$ cat config.mk
export PLATFORM = sky130hd
export DESIGN_NAME = ccr_register_bank
export DESIGN_NICKNAME = d
export VERILOG_FILES = /design/src/ccr_pkg.sv /design/src/ccr_register_bank.sv
export SDC_FILE = /design/constraint.sdc
export NUM_CORES = 1
export LEC_CHECK = 0
export BUFFER_PORTS_ARGS = -buffer_cell sky130_fd_sc_hd__buf_2
export CELL_PAD_IN_SITES_DETAIL_PLACEMENT = 1
export CELL_PAD_IN_SITES_GLOBAL_PLACEMENT = 1
export CORE_UTILIZATION = 47
export DETAILED_ROUTE_END_ITERATION = 16
export MAX_ROUTING_LAYER = met4
export PLACE_DENSITY = 0.84
export SLEW_MARGIN = 0
export SYNTH_ARGS = -nofsm -noshare
export SYNTH_HDL_FRONTEND = slang
export SYNTH_SLANG_ARGS = --single-unit
$ cat constraint.sdc
create_clock -name ref_clk -period 4.2 [get_ports ref_clk]
set_input_delay 0.84 -clock ref_clk [delete_from_list [all_inputs] [get_ports ref_clk]]
set_output_delay 0.84 -clock ref_clk [all_outputs]
set_load 0.005 [all_outputs]
$ cat src/ccr_pkg.sv
// Purpose: Shared constants and carrier types for the converter configuration register bank.
// Assumes: Serial pins are synchronous to ref_clk; frames are 8 address bits then 8 data bits, MSB first.
// Notes:   Register addresses are the printed serial addresses.
package ccr_pkg;

  // ==========================================================================
  // Register map
  // ==========================================================================
  localparam int unsigned CCR_NUM_REGS = 11;

  localparam logic [7:0] CCR_ADDR_CTRL      = 8'h00;
  localparam logic [7:0] CCR_ADDR_SWING     = 8'h01;
  localparam logic [7:0] CCR_ADDR_PERF_ONE  = 8'h03;
  localparam logic [7:0] CCR_ADDR_GAIN_TEST = 8'h25;
  localparam logic [7:0] CCR_ADDR_DRIVE     = 8'h26;
  localparam logic [7:0] CCR_ADDR_FORMAT    = 8'h3D;
  localparam logic [7:0] CCR_ADDR_CUST_HIGH = 8'h3F;
  localparam logic [7:0] CCR_ADDR_CUST_LOW  = 8'h40;
  localparam logic [7:0] CCR_ADDR_IFACE     = 8'h41;
  localparam logic [7:0] CCR_ADDR_SWING_EN  = 8'h43;
  localparam logic [7:0] CCR_ADDR_PERF_TWO  = 8'h4A;

  // Index order of the storage array.
  localparam logic [CCR_NUM_REGS-1:0][7:0] CCR_ADDR_LIST = {
    CCR_ADDR_PERF_TWO, CCR_ADDR_SWING_EN, CCR_ADDR_IFACE, CCR_ADDR_CUST_LOW,
    CCR_ADDR_CUST_HIGH, CCR_ADDR_FORMAT, CCR_ADDR_DRIVE, CCR_ADDR_GAIN_TEST,
    CCR_ADDR_PERF_ONE, CCR_ADDR_SWING, CCR_ADDR_CTRL};

  localparam logic [CCR_NUM_REGS-1:0][7:0] CCR_RESET_LIST = {
    8'h00, 8'h00, 8'h00, 8'h00, 8'h00, 8'h00, 8'h00, 8'h50, 8'h00, 8'h00, 8'h00};

  // Writable bits; reserved bits are never stored and read back as zero.
  localparam logic [CCR_NUM_REGS-1:0][7:0] CCR_WMASK_LIST = {
    8'h01, 8'h03, 8'hFF, 8'hFF, 8'h3F, 8'hE0, 8'h03, 8'hF7, 8'h03, 8'hFC, 8'h01};

  localparam int unsigned CCR_IDX_CTRL      = 0;
  localparam int unsigned CCR_IDX_SWING     = 1;
  localparam int unsigned CCR_IDX_PERF_ONE  = 2;
  localparam int unsigned CCR_IDX_GAIN_TEST = 3;
  localparam int unsigned CCR_IDX_DRIVE     = 4;
  localparam int unsigned CCR_IDX_FORMAT    = 5;
  localparam int unsigned CCR_IDX_CUST_HIGH = 6;
  localparam int unsigned CCR_IDX_CUST_LOW  = 7;
  localparam int unsigned CCR_IDX_IFACE     = 8;
  localparam int unsigned CCR_IDX_SWING_EN  = 9;
  localparam int unsigned CCR_IDX_PERF_TWO  = 10;

  // ==========================================================================
  // Field positions
  // ==========================================================================
  localparam int unsigned CCR_BIT_READBACK   = 0;
  localparam int unsigned CCR_BIT_SOFT_RESET = 1;
  localparam int unsigned CCR_SWING_MSB      = 7;
  localparam int unsigned CCR_SWING_LSB      = 2;
  localparam int unsigned CCR_GAIN_MSB       = 7;
  localparam int unsigned CCR_GAIN_LSB       = 4;
  localparam int unsigned CCR_TEST_MSB       = 2;
  localparam int unsigned CCR_TEST_LSB       = 0;
  localparam int unsigned CCR_BIT_CLK_BOOST  = 1;
  localparam int unsigned CCR_BIT_DATA_BOOST = 0;
  localparam int unsigned CCR_FMT_MSB        = 7;
  localparam int unsigned CCR_FMT_LSB        = 6;
  localparam int unsigned CCR_BIT_OFFSET_EN  = 5;
  localparam int unsigned CCR_CUST_HIGH_MSB  = 5;
  localparam int unsigned CCR_IF_MSB         = 7;
  localparam int unsigned CCR_IF_LSB         = 6;
  localparam int unsigned CCR_SE_DRIVE_MSB   = 5;
  localparam int unsigned CCR_SE_DRIVE_LSB   = 4;
  localparam int unsigned CCR_BIT_RISE_EN    = 3;
  localparam int unsigned CCR_RISE_MSB       = 2;
  localparam int unsigned CCR_RISE_LSB       = 1;
  localparam int unsigned CCR_SWEN_MSB       = 1;
  localparam int unsigned CCR_SWEN_LSB       = 0;
  localparam int unsigned CCR_PERF_ONE_MSB   = 1;
  localparam int unsigned CCR_PERF_ONE_LSB   = 0;
  localparam int unsigned CCR_BIT_PERF_TWO   = 0;

  // ==========================================================================
  // Codes
  // ==========================================================================
  typedef enum logic [2:0] {
    CCR_SRC_NORMAL = 3'h0,
    CCR_SRC_ZEROS  = 3'h1,
    CCR_SRC_ONES   = 3'h2,
    CCR_SRC_TOGGLE = 3'h3,
    CCR_SRC_RAMP   = 3'h4,
    CCR_SRC_CUSTOM = 3'h5,
    CCR_SRC_UNUSED6 = 3'h6,
    CCR_SRC_UNUSED7 = 3'h7
  } ccr_source_t;

  localparam logic [1:0]  CCR_SWING_ENABLED = 2'h3;
  localparam logic [5:0]  CCR_SWING_DEFAULT = 6'h00;
  localparam logic [1:0]  CCR_FMT_TWOS      = 2'h2;
  localparam logic [1:0]  CCR_FMT_OFFSET    = 2'h3;
  localparam logic [1:0]  CCR_IF_DDR        = 2'h1;
  localparam logic [1:0]  CCR_IF_PARALLEL   = 2'h3;
  localparam logic [1:0]  CCR_RISE_DEFAULT  = 2'h0;
  localparam logic [13:0] CCR_TOGGLE_WORD   = 14'h1555;
  localparam int unsigned CCR_WIDE_WIDTH    = 14;
  localparam int unsigned CCR_NARROW_WIDTH  = 12;
  localparam logic [1:0]  CCR_NARROW_RAMP_LAST = 2'h3;

  // Serial frame: bit count at which the address is complete and the frame ends.
  localparam logic [4:0]  CCR_ADDR_BITS  = 5'h08;
  localparam logic [4:0]  CCR_FRAME_BITS = 5'h10;

  // ==========================================================================
  // Carriers
  // ==========================================================================
  typedef struct packed {
    logic enableN;
    logic clock;
    logic data;
  } ccr_serial_t;

  typedef struct packed {
    logic [5:0] swingCode;
    logic [1:0] performanceModeOne;
    logic       performanceModeTwo;
    logic [3:0] gainCode;
    logic       diffClockDriverBoost;
    logic       diffDataDriverBoost;
    logic       twosComplement;
    logic       offsetLoopEnable;
    logic       parallelInterface;
    logic [1:0] singleEndedClockDrive;
    logic [1:0] riseEdgeShift;
  } ccr_config_t;

endpackage : ccr_pkg

$ cat src/ccr_register_bank.sv
// Purpose: Serial-programmed configuration register bank with output test pattern source.
// Assumes: Serial enable, clock and data are synchronous to ref_clk and stable for two ref_clk cycles each phase.
// Notes:   Shared pin shows over-range or, in readback mode, the addressed register MSB first.
//
// Behaviour
// - All registers reset to zero; gain register 50h.
// - Software reset bit restores defaults, then self-clears.
// - Readback bit selects over-range or serial readout.
// - Readback mode blocks writes except register zero.
// - Performance modes change only through serial writes.
// - Swing code selects output swing level.
// - Swing code applies only when swing enabled.
// - Swing enable field: 11 enables, 00 disables.
// - Gain code sets gain in half-dB steps.
// - Test code picks normal, zeros or ones.
// - Toggle code alternates 0101 and 1010 words.
// - Wide variant ramps one code per cycle.
// - Narrow variant ramps every fourth cycle.
// - Custom code outputs word from two registers.
// - Narrow variant drops two lowest custom bits.
// - Drive boost bits for clock and data.
// - Format field: pin, twos complement, offset binary.
// - Offset loop enable bit.
// - Interface field: pin, double rate, parallel.
// - Single-ended clock drive strength field.
// - Rise edge control enable, else default.
// - Rise edge shift applied only when enabled.
`timescale 1ns/10ps

module ccr_register_bank #(
  parameter int unsigned DATA_WIDTH = 14
) (
  input  wire logic                  ref_clk,
  input  wire logic                  rstn,
  input  wire ccr_pkg::ccr_serial_t  serialIn,
  input  wire logic [DATA_WIDTH-1:0] sampleData,
  input  wire logic                  overRange,
  input  wire logic                  formatSelectPin,
  input  wire logic                  interfaceSelectPin,
  output logic                       overrangeOrReadbackPin,
  output logic [DATA_WIDTH-1:0]      outputWord,
  output ccr_pkg::ccr_config_t       cfgOut
);
  import ccr_pkg::*;

  // ==========================================================================
  // Elaboration checks
  // ==========================================================================
  if (DATA_WIDTH != CCR_WIDE_WIDTH && DATA_WIDTH != CCR_NARROW_WIDTH) begin : g_bad_width
    $error("DATA_WIDTH must be 12 or 14.");
  end

  // ==========================================================================
  // Address decode
  // ==========================================================================
  typedef struct packed {
    logic       hit;
    logic [3:0] index;
  } ccr_decode_t;

  function automatic ccr_decode_t decodeAddr(input logic [7:0] addr);
    ccr_decode_t result;
    result = '0;
    for (int i = 0; i < CCR_NUM_REGS; i++) begin
      if (CCR_ADDR_LIST[i] == addr) begin
        result.hit   = 1'b1;
        result.index = 4'(i);
      end
    end
    return result;
  endfunction : decodeAddr

  // ==========================================================================
  // Serial frame capture
  // ==========================================================================
  logic              sclkPrev;
  logic [4:0]        bitCount;
  logic [14:0]       shiftIn;
  logic              sclkRise;
  logic              frameActive;
  logic [7:0]        readAddr;
  logic [7:0]        writeAddr;
  logic [7:0]        writeData;
  logic              addrDone;
  logic              frameDone;
  logic [7:0]        regs [CCR_NUM_REGS];
  logic              readbackMode;
  ccr_decode_t       readDecode;
  ccr_decode_t       writeDecode;

  assign sclkRise    = serialIn.clock && !sclkPrev;
  assign frameActive = !serialIn.enableN;
  assign readAddr    = {shiftIn[6:0], serialIn.data};
  assign writeAddr   = shiftIn[14:7];
  assign writeData   = {shiftIn[6:0], serialIn.data};
  assign addrDone    = frameActive && sclkRise && (bitCount == CCR_ADDR_BITS - 5'h01);
  assign frameDone   = frameActive && sclkRise && (bitCount == CCR_FRAME_BITS - 5'h01);
  assign readDecode  = decodeAddr(readAddr);
  assign writeDecode = decodeAddr(writeAddr);
  assign readbackMode = regs[CCR_IDX_CTRL][CCR_BIT_READBACK];

  always_ff @(posedge ref_clk) begin
    if (!rstn) begin
      sclkPrev <= 1'b0;
    end else begin
      sclkPrev <= serialIn.clock;
    end
  end

  // Edges past the sixteenth are ignored until the enable rises again.
  always_ff @(posedge ref_clk) begin
    if (!rstn) begin
      bitCount <= 5'h00;
      shiftIn  <= 15'h0000;
    end else if (!frameActive) begin
      bitCount <= 5'h00;
    end else if (sclkRise && bitCount != CCR_FRAME_BITS) begin
      bitCount <= bitCount + 5'h01;
      shiftIn  <= {shiftIn[13:0], serialIn.data};
    end
  end

  // ==========================================================================
  // Register storage
  // ==========================================================================
  logic writeAllowed;
  logic softReset;

  assign writeAllowed = frameDone && writeDecode.hit &&
                        (!readbackMode || writeAddr == CCR_ADDR_CTRL);
  assign softReset    = writeAllowed && writeAddr == CCR_ADDR_CTRL &&
                        writeData[CCR_BIT_SOFT_RESET];

  // The reset bit itself is never stored, so it always reads back as zero.
  always_ff @(posedge ref_clk) begin
    if (!rstn || softReset) begin
      for (int i = 0; i < CCR_NUM_REGS; i++) begin
        regs[i] <= CCR_RESET_LIST[i];
      end
    end else if (writeAllowed) begin
      regs[writeDecode.index] <= writeData & CCR_WMASK_LIST[writeDecode.index];
    end
  end

  // ==========================================================================
  // Readback shifter and shared pin
  // ==========================================================================
  logic [7:0] readShift;

  // Register zero and unmapped addresses read as zero in readback mode.
  always_ff @(posedge ref_clk) begin
    if (!rstn) begin
      readShift <= 8'h00;
    end else if (addrDone) begin
      if (readDecode.hit && readAddr != CCR_ADDR_CTRL) begin
        readShift <= regs[readDecode.index];
      end else begin
        readShift <= 8'h00;
      end
    end else if (frameActive && sclkRise && bitCount >= CCR_ADDR_BITS) begin
      readShift <= {readShift[6:0], 1'b0};
    end
  end

  always_ff @(posedge ref_clk) begin
    if (!rstn) begin
      overrangeOrReadbackPin <= 1'b0;
    end else if (readbackMode) begin
      overrangeOrReadbackPin <= addrDone ? (readDecode.hit && readAddr != CCR_ADDR_CTRL &&
                                            regs[readDecode.index][7])
                                         : readShift[7];
    end else begin
      overrangeOrReadbackPin <= overRange;
    end
  end

  // ==========================================================================
  // Decoded configuration
  // ==========================================================================
  logic [7:0] ctlSwing;
  logic [7:0] ctlGain;
  logic [7:0] ctlDrive;
  logic [7:0] ctlFormat;
  logic [7:0] ctlIface;
  logic [7:0] ctlSwingEn;
  logic [1:0] formatField;
  logic [1:0] ifaceField;

  assign ctlSwing    = regs[CCR_IDX_SWING];
  assign ctlGain     = regs[CCR_IDX_GAIN_TEST];
  assign ctlDrive    = regs[CCR_IDX_DRIVE];
  assign ctlFormat   = regs[CCR_IDX_FORMAT];
  assign ctlIface    = regs[CCR_IDX_IFACE];
  assign ctlSwingEn  = regs[CCR_IDX_SWING_EN];
  assign formatField = ctlFormat[CCR_FMT_MSB:CCR_FMT_LSB];
  assign ifaceField  = ctlIface[CCR_IF_MSB:CCR_IF_LSB];

  always_ff @(posedge ref_clk) begin
    if (!rstn) begin
      cfgOut <= '0;
    end else begin
      // Reserved enable codes behave as disabled; the default swing is safe for any termination.
      if (ctlSwingEn[CCR_SWEN_MSB:CCR_SWEN_LSB] == CCR_SWING_ENABLED) begin
        cfgOut.swingCode <= ctlSwing[CCR_SWING_MSB:CCR_SWING_LSB];
      end else begin
        cfgOut.swingCode <= CCR_SWING_DEFAULT;
      end
      cfgOut.performanceModeOne <= regs[CCR_IDX_PERF_ONE][CCR_PERF_ONE_MSB:CCR_PERF_ONE_LSB];
      cfgOut.performanceModeTwo <= regs[CCR_IDX_PERF_TWO][CCR_BIT_PERF_TWO];
      cfgOut.gainCode           <= ctlGain[CCR_GAIN_MSB:CCR_GAIN_LSB];
      cfgOut.diffClockDriverBoost <= ctlDrive[CCR_BIT_CLK_BOOST];
      cfgOut.diffDataDriverBoost  <= ctlDrive[CCR_BIT_DATA_BOOST];
      if (formatField == CCR_FMT_TWOS) begin
        cfgOut.twosComplement <= 1'b1;
      end else if (formatField == CCR_FMT_OFFSET) begin
        cfgOut.twosComplement <= 1'b0;
      end else begin
        cfgOut.twosComplement <= formatSelectPin;
      end
      cfgOut.offsetLoopEnable <= ctlFormat[CCR_BIT_OFFSET_EN];
      if (ifaceField == CCR_IF_DDR) begin
        cfgOut.parallelInterface <= 1'b0;
      end else if (ifaceField == CCR_IF_PARALLEL) begin
        cfgOut.parallelInterface <= 1'b1;
      end else begin
        cfgOut.parallelInterface <= interfaceSelectPin;
      end
      cfgOut.singleEndedClockDrive <= ctlIface[CCR_SE_DRIVE_MSB:CCR_SE_DRIVE_LSB];
      if (ctlIface[CCR_BIT_RISE_EN]) begin
        cfgOut.riseEdgeShift <= ctlIface[CCR_RISE_MSB:CCR_RISE_LSB];
      end else begin
        cfgOut.riseEdgeShift <= CCR_RISE_DEFAULT;
      end
    end
  end

  // ==========================================================================
  // Test pattern source
  // ==========================================================================
  ccr_source_t           sourceSel;
  logic                  togglePhase;
  logic [1:0]            rampDiv;
  logic                  rampStep;
  logic [DATA_WIDTH-1:0] rampCount;
  logic [13:0]           customWord;
  logic [DATA_WIDTH-1:0] toggleWord;

  assign sourceSel  = ccr_source_t'(ctlGain[CCR_TEST_MSB:CCR_TEST_LSB]);
  assign customWord = {regs[CCR_IDX_CUST_HIGH][CCR_CUST_HIGH_MSB:0], regs[CCR_IDX_CUST_LOW]};
  assign toggleWord = CCR_TOGGLE_WORD[DATA_WIDTH-1:0];
  // The narrow part steps once every fourth cycle, the wide part every cycle.
  assign rampStep   = (DATA_WIDTH == CCR_WIDE_WIDTH) ? 1'b1
                                                     : (rampDiv == CCR_NARROW_RAMP_LAST);

  always_ff @(posedge ref_clk) begin
    if (!rstn) begin
      togglePhase <= 1'b0;
    end else begin
      togglePhase <= !togglePhase;
    end
  end

  always_ff @(posedge ref_clk) begin
    if (!rstn) begin
      rampDiv <= 2'h0;
    end else begin
      rampDiv <= rampDiv + 2'h1;
    end
  end

  // Free-running counter; natural overflow gives the wrap to zero.
  always_ff @(posedge ref_clk) begin
    if (!rstn) begin
      rampCount <= '0;
    end else if (rampStep) begin
      rampCount <= rampCount + 1'b1;
    end
  end

  always_ff @(posedge ref_clk) begin
    if (!rstn) begin
      outputWord <= '0;
    end else begin
      unique case (sourceSel)
        CCR_SRC_NORMAL:  outputWord <= sampleData;
        CCR_SRC_ZEROS:   outputWord <= '0;
        CCR_SRC_ONES:    outputWord <= '1;
        CCR_SRC_TOGGLE:  outputWord <= togglePhase ? ~toggleWord : toggleWord;
        CCR_SRC_RAMP:    outputWord <= rampCount;
        CCR_SRC_CUSTOM:  outputWord <= customWord[13 -: DATA_WIDTH];
        CCR_SRC_UNUSED6: outputWord <= sampleData;
        CCR_SRC_UNUSED7: outputWord <= sampleData;
      endcase
    end
  end

endmodule : ccr_register_bank

==> Word-level counts from Yosys, hierarchy flattened <==
Memories as Yosys holds them, arrays and structs flattened. A register that Yosys moved wholly into a read port is not among the register bits.
Cells that the tools add are included.
{ "word_totals": {"ff_bits": 70, "ramBits": 88, "rom_bits": 128, "input_bits": 22, "out_inout_bits": 37, "word_cells": 134, "n_memories": 2} }
{ "op_classes": {"add_sub_neg": 2, "order_cmp": 2, "n_eq_ne": 35, "mux": 41, "bitwise_logic": 3, "n_reduce_logical": 35} }
{ "memory_table": {"columns": ["memory", "words", "width", "rd", "rd_clocked_by_memory_dff", "write_ports", "line_no", "rtl"], "rows": [
  ["(no name shown)", 16, 8, 1, 0, 0, "ccr_register_bank.sv:141", "regs[writeDecode.index] <= writeData & CCR_WMASK_LIST[writeDecode.index];"],
  ["regs", 11, 8, 12, 4, 11, "ccr_register_bank.sv:86", "logic [7:0] regs [CCR_NUM_REGS];"]
]} }
{ "op_table": {"columns": ["op", "count"], "rows": [
  ["5-bit two-way mux", 22],
  ["14-bit one-hot mux with 6 select lines", 1],
  ["6-bit by 8-bit equality test with 1-bit output, first input constant", 8],
  ["7-bit by 8-bit equality test with 1-bit output, first input constant", 8],
  ["8-bit two-way mux", 5],
  ["1-bit by 8-bit equality test with 1-bit output, first input constant", 2],
  ["2-bit by 8-bit equality test with 1-bit output, first input constant", 2],
  ["8-bit zero test", 2],
  ["14-bit by 1-bit adder with 14-bit output, second input constant", 1],
  ["14-bit two-way mux", 1],
  ["3-bit equality test, second input constant", 4],
  ["1-bit logical AND", 12],
  ["1-bit two-way mux", 11],
  ["1-bit zero test", 9],
  ["8-bit bitwise AND", 1],
  ["2-bit equality test, second input constant", 4],
  ["8-bit nonzero test", 1],
  ["8-bit OR reduction", 1],
  ["3-bit by 2-bit equality test with 1-bit output, second input constant", 2],
  ["2-bit AND reduction", 3],
  ["5-bit by 1-bit adder with 5-bit output, second input constant", 1],
  ["5-bit by 3-bit equality test with 1-bit output, second input constant", 1],
  ["5-bit by 4-bit equality test with 1-bit output, second input constant", 1],
  ["5-bit by 4-bit >= comparator with 1-bit output, second input constant", 1],
  ["other kinds (11)", 14]
]} }

==> Logic depth before layout (Yosys ltp) <==
Gate-level depths: netlist of run 1.
{ "depth": {"word_depth": 21, "depth_mapped": 10, "mapped_depth_nobuf": 9} }

==> Worst setup path before layout of run 1 <==
OpenSTA, ideal clock, no wires.
{ "synth_timing": {"path_kind": "in2reg", "from": "in serialIn[1] (netlist name)", "to": "mem regs[0][0], enable pin", "setup_ns": 0.387, "arrival_ns": 2.950, "required_ns": 3.813, "slack_ns": 0.864, "path_stages": 6, "path_buffers": 1, "path_cell_list": "nor3b_1 nand2_1 a2111oi_2 o41ai_1 buf_6 o31ai_1"} }
{ "synth_rtl": {"columns": ["item", "line_no", "rtl"], "rows": [
  ["start: declaration", "ccr_register_bank.sv:35", "input wire ccr_pkg::ccr_serial_t serialIn,"],
  ["end: declaration", "ccr_register_bank.sv:86", null]
]} }

==> impl_metrics.ini, run 1 <==
[route]
drc = 0
routed_via_density = 5.795
dr.pass1.iters = 5
wirelength_mm = 24.02
drtIter0Drc = 541
vias = 6235
antenna_left = 0
wire_per_inst_um = 22.33

[die]
rows = 47
die_h_um = 132.3
dieArea_um2 = 17520
die-width_um = 132.3
fp.coreArea_um2 = 16580
initial_core_util_pct = 48.15
io_pins = 59

[clocking]
tritoncts = yes
h-tree-depth = 4
ctsHoldBuffers = 0
clkTransAtPathRegs_ns = 0.08
insertion_delay_ns = 0.44
clock_path_buffers = 2
cts_root_buf = clkbuf_16
cts_resized = 0
cts_buffers = 17
clkSinkCount = 176
cts_setup_buffers = 0

[power]
vdd_ir_drop_max_v = 0.0003384
powerDensity_nw_per_um2 = 411.5
finalPower_mw = 3.798
p_leak_nw = 3.509

[critical_path]
path_cells = or4_1 > o41a_1 > a2111oi_2 > o41ai_2 > buf_4 > or3_1 > nand2_1
critPathKind = reg2reg
worst_path_max_delay_cell = or4_1
cp_top_family = simple AND/OR/NAND/NOR gates
cp_max_fo = 10
critPathArrivalTime_ns = 3.59
cpPeakStageDelay_ns = 0.71
worstSetupStartpointType = flip-flop
crit_path_end_kind = flip-flop
critPathBufInv = 1
cp_data_required_time_ns = 4.31

[synthesis]
avgSynthCellArea_um2 = 10.58
synth-edff-count = 87
synthArstFlopShare_pct = 0
yosysUniqueCellTypes = 67
ys_ff_latch = 176
synth_flop_cell = dfxtp_1
synth_area_um2 = 7985
syn-instance-count = 755
yosysTopAreaCell = edfxtp_1
synth-warning-count = 0
synth.area.top_cells = edfxtp_1 (33%), dfxtp_1 (22%), mux2i_1 (12%), nor2_1 (5.4%), and2_1 (2.4%)
yosysSeqAreaShare_pct = 55.03
synth_top_area_share_pct = 32.72

[timing]
slew_violations = 0
finalCriticalPeriod_ns = 3.477
fin_crit_sh_pct = 82.78
fin_skew_ns = 0.009124
max_freq_mhz = 287.6
setup_ws_ns = 0.7234
worst_slew_pin_slew_ns = 0.9606
hold_ws_ns = 0.4606
fin_tns_setup_ns = 0
max-slew-margin-rel_pct = 35.96
finalHoldViolations = 0
rsz0062_at_grt = no
finalSetupViolCount = 0

[global_routing]
grt_max_degree = 38
grt_usage_pct = 29.37
grt_pass1_wl_mm = 37.30
grt_pass1_vias = 6510
antenna_found_initial = 0
grt.overflow.total = 0

[cells_and_area]
nets = 869
layout-drive-gt1-share_pct = 13.79
num_antenna_cells = 0
stdcell_count = 1076
synthToLayoutAreaGrowth_pct = 15.58
fin_area_um2 = 9229
final_common_cell = nor2_1
fill_cells = 1846
multi_input_area_um2 = 3505
mostFrequentLayoutCells = nor2_1 (115), mux2i_1 (94), dfxtp_1 (89)
finish.utilization_pct = 55.65
seq_area_um2 = 4394

[hold_path]
holdCritPathClass = reg2reg

[placement]
place_area_um2 = 8626
dpl_worst_slack_ns = 0.7268
placed_cells = 1044
io_buffers = 58
hpwl_mm = 17.33
routabilityCongestion = 0.9361

[outcome]
status = completed

[flow_run]
drv_cap = 0
## Yosys cell counts, drive strengths merged, types with 2 or more instances
master / instances
a21oi: 25
o211ai: 7
nand3: 19
nand3b: 2
or2: 10
and3: 12
nand4: 4
buf: 15
o21ai: 31
edfxtp: 87
nand4bb: 2
o31ai: 6
a31oi: 7
nand2b: 9
o311ai: 2
mux2i: 94
or4: 6
ha: 4
inv: 17
o22ai: 8
o2111ai: 2
a21o: 3
clkbuf: 22
xor2: 13
a2111oi: 3
a211oi: 3
or3: 5
nor3: 15
nand2: 49
dfxtp: 89
xnor2: 3
nor4: 7
and2: 31
a311oi: 3
a221oi: 2
nor2: 115
nor2b: 4
## cells by family (layout without fill, tap and decap cells)
family / after synthesis / count (layout) / share of synthesized area [%]
simple gates: 296 / 296 / 18.44
flops: 176 / 176 / 55.03
compound gates: 113 / 113 / 9.214
mux: 95 / 95 / 12.07
buf+inv: 54 / 120 / 2.820
xor+xnor: 16 / 16 / 1.755
fa+ha+maj: 4 / 4 / 0.6268
other cells: 1 / 36 / 0.04696
## sequential cells by signal, indices dropped and copies added (netlist names)
| register | count |
|---|---|
| shiftIn | 15 |
| rampCount | 14 |
| togglePhase | 1 |
| readShift | 8 |
| outputWord | 14 |
| sclkPrev | 1 |
| cfgOut | 22 |
| regs | 95 |
| bitCount | 5 |
| overrangeOrReadbackPin | 1 |
## metal layers
layer | GRT usage [%] | routed length (um)
met5 | - | 0
met4 | 10.47 | 541
met3 | 5.575 | 1260
met2 | 46.17 | 11530
met1 | 37.91 | 10690
## report_power, final
group / leakage [nW] / internal, mW / switching (mW)
Clock: 0.291 / 0.899 / 0.746
Sequential: 1.56 / 1.88 / 0.0483
Combinational: 1.65 / 0.0865 / 0.143
Total: 3.51 / 2.86 / 0.936
## worst paths after layout
| kind | startpoint | end | slack, ns | depth (start not counted) |
|---|---|---|---|---|
| setup / recovery | shiftIn[9] | regs[8][1] | 0.72 | 7 |
| hold / removal | regs[10][7] | regs[10][7] | 0.46 | 1 |
| setup reg to reg | shiftIn[9] | regs[8][1] | 0.72 | 7 |
| hold reg to reg | regs[10][7] | regs[10][7] | 0.46 | 1 |
## worst reg2reg max path, cell delays in order (launching register included)
cell and delay (ns):
dfxtp_1 0.36, or4_1 0.71, o41a_1 0.42, a2111oi_2 0.37
o41ai_2 0.23, buf_4 0.22, or3_1 0.51, nand2_1 0.33
## cell type report
| class | count | area share [%] |
|---|---|---|
| multi-input combinational | 560 | 37.97 |
| tap | 220 | 2.983 |
| sequential | 176 | 47.61 |
| clock inverter | 15 | 1.925 |
| clock buffer | 17 | 4.610 |
| timing repair buffer | 71 | 4.203 |
| inverter | 17 | 0.6914 |
Note: power is estimated with default switching activity, not from simulation.
==> inputs of run 2 (changes only) <==
==> constraint.sdc (replaced) <==
create_clock -name ref_clk -period 3.4 [get_ports ref_clk]
set_input_delay 0.68 -clock ref_clk [delete_from_list [all_inputs] [get_ports ref_clk]]
set_output_delay 0.68 -clock ref_clk [all_outputs]
set_load 0.005 [all_outputs]
==> run 2 against run 1 <==
Effect of this change: routed wire length increased by 0.98%; sequential cell count unchanged; worst setup slack got worse by 0.60 ns; worst hold slack improved by 0.014 ns; clock-buffer cell count increased by 1; cell count increased by 0.84%; total power increased by 21%; fmax increased by 6.1%; non-clock buffer count increased by 9; via count increased by 1.4%; critical endpoint is now regs[8][6]; largest cell class unchanged.
==> impl_metrics.ini, run 2 (synthesis gave the netlist of run 1 again) <==
[global_routing]
grt_use_met2_pct = 46.81
antenna_found_initial = 0
grt_pass1_vias = 6563
grt_pass1_wl_mm = 37.18
grtUsageMet1_pct = 36.36
grt_max_degree = 37
grt_use_met3_pct = 6.190
top_usage_layer = met2
grt_usage_pct = 29.40
grt.overflow.total = 0

[cells_and_area]
stdcell_count = 1085
top_register = regs
largest_reg_flops = 95
nets = 878
synthToLayoutAreaGrowth_pct = 16.31
mostFrequentLayoutCells = nor2_1 (115), mux2i_1 (94), dfxtp_1 (89)
final_common_cell = nor2_1
num_antenna_cells = 0
reg_top3 = regs: 95 flops, cfgOut: 22 flops, shiftIn: 15 flops
layout-drive-gt1-share_pct = 14.91

[clocking]
h-tree-depth = 4
cts_root_buf = clkbuf_16
tritoncts = yes
insertion_delay_ns = 0.44
clock_path_buffers = 2
clkSinkCount = 176
clkTransAtPathRegs_ns = 0.07
cts_buffers = 17

[die]
fp.coreArea_um2 = 16580
io_pins = 59
die-width_um = 132.3
dieArea_um2 = 17520
rows = 47
initial_core_util_pct = 48.15
die_h_um = 132.3

[critical_path]
critPathBufInv = 0
cp_data_required_time_ns = 3.50
path_cells = or4_1 > o41a_1 > a2111oi_2 > o41ai_2 > or3_1 > nand2_1
cp_max_fo = 10
worst_path_max_delay_cell = or4_1
worstSetupStartpointType = flip-flop
cpPeakStageDelay_ns = 0.72
critPathKind = reg2reg
cp_top_family = simple AND/OR/NAND/NOR gates
critPathArrivalTime_ns = 3.38
crit_path_end_kind = flip-flop

[power]
combPwrFrac_pct = 6.5
swShare_pct = 24.70
powerDensity_nw_per_um2 = 493.1
p_clk_share_pct = 41.7
p_seq_share_pct = 51.9
finalPower_mw = 4.580
p_switching_mw = 1.131
p_int_mw = 3.449
p_leak_nw = 3.543
vdd_ir_drop_max_v = 0.0003692

[timing]
slew_violations = 0
finalHoldViolations = 0
finalSetupViolCount = 0
fin_tns_setup_ns = 0
max-slew-margin-rel_pct = 38.85
rsz0062_at_grt = no
fin_crit_sh_pct = 96.34
finalCriticalPeriod_ns = 3.276
worst_slew_pin_slew_ns = 0.9111
max_freq_mhz = 305.3
fin_skew_ns = 0.01125

[route]
wire_per_inst_um = 22.36
routed_via_density = 5.829
drtIter0Drc = 474
antenna_left = 0
wirelength_mm = 24.26
vias = 6324
dr.pass1.iters = 4
drc = 0

[placement]
hpwl_mm = 17.41
routabilityCongestion = 0.8791
placed_cells = 1053
io_buffers = 58

[flow_run]
drv_cap = 0

[outcome]
status = completed

[hold_path]
holdCritPathClass = reg2reg
run 2: cell types whose count changed in the layout (fill, tap and decap cells not counted):
| cell | before | now |
|---|---|---|
| clkinvlp_4 | 2 | 0 |
| buf_12 | 0 | 2 |
| clkinv_2 | 1 | 3 |
| nand2_2 | 0 | 2 |
| bufinv_16 | 2 | 1 |
| buf_4 | 13 | 20 |
| inv_8 | 3 | 2 |
| clkinv_4 | 1 | 7 |
| inv_4 | 0 | 1 |
| clkinv_8 | 1 | 0 |
| clkbuf_1 | 0 | 1 |
| inv_6 | 4 | 0 |
| nand2_1 | 49 | 47 |
| clkinv_1 | 1 | 0 |
run 2: path summary, 6_finish.rpt:
| path | start | endpoint | slack, ns | cells after the start |
|---|---|---|---|---|
| worst min-delay path | regs[10][6] | regs[10][6] | 0.47 | 1 |
| worst max-delay path | shiftIn[9] | regs[8][6] | 0.12 | 6 |
| worst min register to register | regs[10][6] | regs[10][6] | 0.47 | 1 |
| worst max register to register | shiftIn[9] | regs[8][6] | 0.12 | 6 |
run 2: per-layer routing:
layer / share of wire, % / up-vias
met3: 5.3 / 60
met1: 44 / 3188
met5: 0 / -
li1: - / 2872
met2: 47 / 204
met4: 3.4 / 0
run 2: repair_timing:
item | 4_1_cts | 5_1_grt
hold buffers | 0 | 0
hold endpoints to repair | 0 | 0
setup endpoints to repair | 0 | 12
buffers inserted | 0 | 0
resized for setup | 0 | 2
run 2: metrics by stage:
step | worst slack, ns | hold WS, ns | utilization (%) | instance area (um2)
after global placement | 0.3699 | 0.4218 | 52.57 | 8718
after floorplan | 0.2239 | 0.4098 | - | 8117
after global routing | 0.04116 | 0.4813 | 56.01 | 9288
after detailed placement | 0.2432 | 0.4460 | 52.57 | 8718
after CTS | 0.1047 | 0.4650 | 55.98 | 9283
final | 0.1245 | 0.4742 | 56.01 | 9288
run 2: worst reg2reg max path: stages, from the launching register on:
cell and delay [ns]:
dfxtp_1 0.36, or4_1 0.72, o41a_1 0.43, a2111oi_2 0.41, o41ai_2 0.26, or3_1 0.45, nand2_1 0.31
run 2: final cells by class:
type | count | area [um2]
clock inverter | 14 | 135.1
multi-input combinational | 560 | 3510
timing repair buffer | 80 | 480.5
inverter | 17 | 63.81
fill | 1891 | 7296
sequential | 176 | 4394
clock buffer | 18 | 429.2
tap | 220 | 275.3
run 2: power groups by stage:
stage,sequential (mW),clock [mW],combinational [mW]
finish,2.38,1.91,0.296
CTS,2.38,1.92,0.291
global route,2.38,2.01,0.317
floorplan,2.39,0,0.171
global placement,2.41,0,0.271
detailed placement,2.42,0,0.286
==> inputs of run 3 (changes only) <==
--- a/config.mk
+++ b/config.mk
@@ -12,6 +12,7 @@
 export DETAILED_ROUTE_END_ITERATION = 16
 export MAX_ROUTING_LAYER = met4
 export PLACE_DENSITY = 0.84
+export REMOVE_ABC_BUFFERS = 1
 export SLEW_MARGIN = 0
 export SYNTH_ARGS = -nofsm -noshare
 export SYNTH_HDL_FRONTEND = slang
==> run 3 against run 2 <==
Effect of this change: cell count is 0.37% higher; first-iteration DRC count is 11% higher; fmax increased by 3.6%; via count is 1.1% higher.
==> impl_metrics.ini, run 3 (synthesis gave the netlist of run 1 again) <==
[cells_and_area]
largest_reg_flops = 95
reg_top3 = regs: 95 flops, cfgOut: 22 flops, shiftIn: 15 flops
final_common_cell = nor2_1
mostFrequentLayoutCells = nor2_1 (115), mux2i_1 (94), dfxtp_1 (89)
synthToLayoutAreaGrowth_pct = 16.33
nets = 882
fill_cells = 1850
top_register = regs
num_antenna_cells = 0
finish.utilization_pct = 56.01
layout-drive-gt1-share_pct = 15.19

[timing]
max_freq_mhz = 316.2
hold_ws_ns = 0.4589
max-slew-margin-rel_pct = 43.88
setup_ws_ns = 0.2372
rsz0062_at_grt = no
finalHoldViolations = 0
slew_violations = 0
fin_crit_sh_pct = 93.02
worst_slew_pin_slew_ns = 0.8387
fin_tns_setup_ns = 0
finalCriticalPeriod_ns = 3.163
finalSetupViolCount = 0
fin_skew_ns = 0.01146

[power]
p_switching_mw = 1.111
powerDensity_nw_per_um2 = 491.3
finalPower_mw = 4.564
p_int_mw = 3.453
p_leak_nw = 3.550
swShare_pct = 24.33
p_seq_share_pct = 52.1
vdd_ir_drop_max_v = 0.0003880
combPwrFrac_pct = 6.5
p_clk_share_pct = 41.4

[clocking]
tritoncts = yes
insertion_delay_ns = 0.44
cts_resized = 0
cts_root_buf = clkbuf_16
clock_path_buffers = 2
clkTransAtPathRegs_ns = 0.07
ctsHoldBuffers = 0
cts_buffers = 17
h-tree-depth = 4
cts_setup_buffers = 0
clkSinkCount = 176

[route]
vias = 6395
routed_via_density = 5.872
drc = 0
antenna_left = 0
wirelength_mm = 25.58
drtIter0Drc = 524
dr.pass1.iters = 5
wire_per_inst_um = 23.49

[hold_path]
holdCritPathClass = reg2reg

[die]
die-width_um = 132.3
io_pins = 59
initial_core_util_pct = 48.15
rows = 47
dieArea_um2 = 17520
die_h_um = 132.3
fp.coreArea_um2 = 16580

[critical_path]
worstSetupStartpointType = flip-flop
critPathBufInv = 1
cp_data_required_time_ns = 3.53
critPathKind = reg2reg
cp_max_fo = 10
critPathArrivalTime_ns = 3.30
worst_path_max_delay_cell = or4_4
cpPeakStageDelay_ns = 0.62
path_cells = or4_4 > a311oi_1 > o21ai_0 > and2_1 > nor2_1 > a21oi_1 > o31ai_1 > buf_4
crit_path_end_kind = flip-flop
cp_top_family = simple AND/OR/NAND/NOR gates

[global_routing]
grt.overflow.total = 0
grt_pass1_wl_mm = 39.59
antenna_found_initial = 0
grt_usage_pct = 31.29
grt_pass1_vias = 6664
grt_max_degree = 38

[placement]
routabilityCongestion = 0.9034
io_buffers = 58
hpwl_mm = 18.00
dpl_worst_slack_ns = 0.1439

[flow_run]
drv_cap = 0

[outcome]
status = completed
## run 3: cell count changes in the layout (fill, tap and decap cells not counted), moves of 2 or more
cell	previous run	this run
inv_6	0	2
inv_8	2	0
clkbuf_8	0	2
clkinv_4	7	3
buf_4	20	26
buf_12	2	0
## run 3: routing by layer
| layer | vias up | share of wire, % | global-route usage, % |
|---|---|---|---|
| li1 | 2883 | - | - |
| met1 | 3198 | 42 | 39.41 |
| met2 | 253 | 48 | 48.30 |
| met3 | 61 | 6.6 | 7.497 |
| met4 | 0 | 3.2 | 12.90 |
| met5 | - | 0 | - |
## run 3: worst register-to-register path: stages, from the launching register on
cell and delay [ns]:
dfxtp_1 0.35, or4_4 0.62, a311oi_1 0.30, o21ai_0 0.23, and2_1 0.30, nor2_1 0.27, a21oi_1 0.14, o31ai_1 0.37
buf_4 0.28
## run 3: worst paths after layout
check	slack (ns)	start	cells after the start	end
setup / recovery	0.24	shiftIn[9]	8	regs[9][0]
hold / removal	0.46	togglePhase	1	togglePhase
setup reg to reg	0.24	shiftIn[9]	8	regs[9][0]
hold reg to reg	0.46	togglePhase	1	togglePhase
## run 3: stage by stage
step                cell area (um2)  instances
floorplan                      7955        753
global placement               8723       1057
detailed placement             8723       1057
CTS                            9283       1089
global route                   9289       1089
finish                         9289       1089
## run 3: cell type report
cell class                      count  area, um2  share of cell area (%)
Sequential cell                   176       4394                   47.31
Clock inverter                     10      73.82                  0.7947
Inverter                           17      63.81                  0.6870
Timing Repair Buffer               84      485.5                   5.226
Multi-Input combinational cell    560       3511                   37.80
Tap cell                          220      275.3                   2.963
Clock buffer                       22      485.5                   5.226
## run 3: power groups by stage
stage / Sequential, mW / Clock (mW) / Combinational (mW)
6_report: 2.38 / 1.89 / 0.296
5_1_grt: 2.38 / 1.99 / 0.319
4_1_cts: 2.38 / 1.91 / 0.289
3_5_place_dp: 2.42 / 0 / 0.282
3_3_place_gp: 2.42 / 0 / 0.272
2_1_floorplan: 2.40 / 0 / 0.155
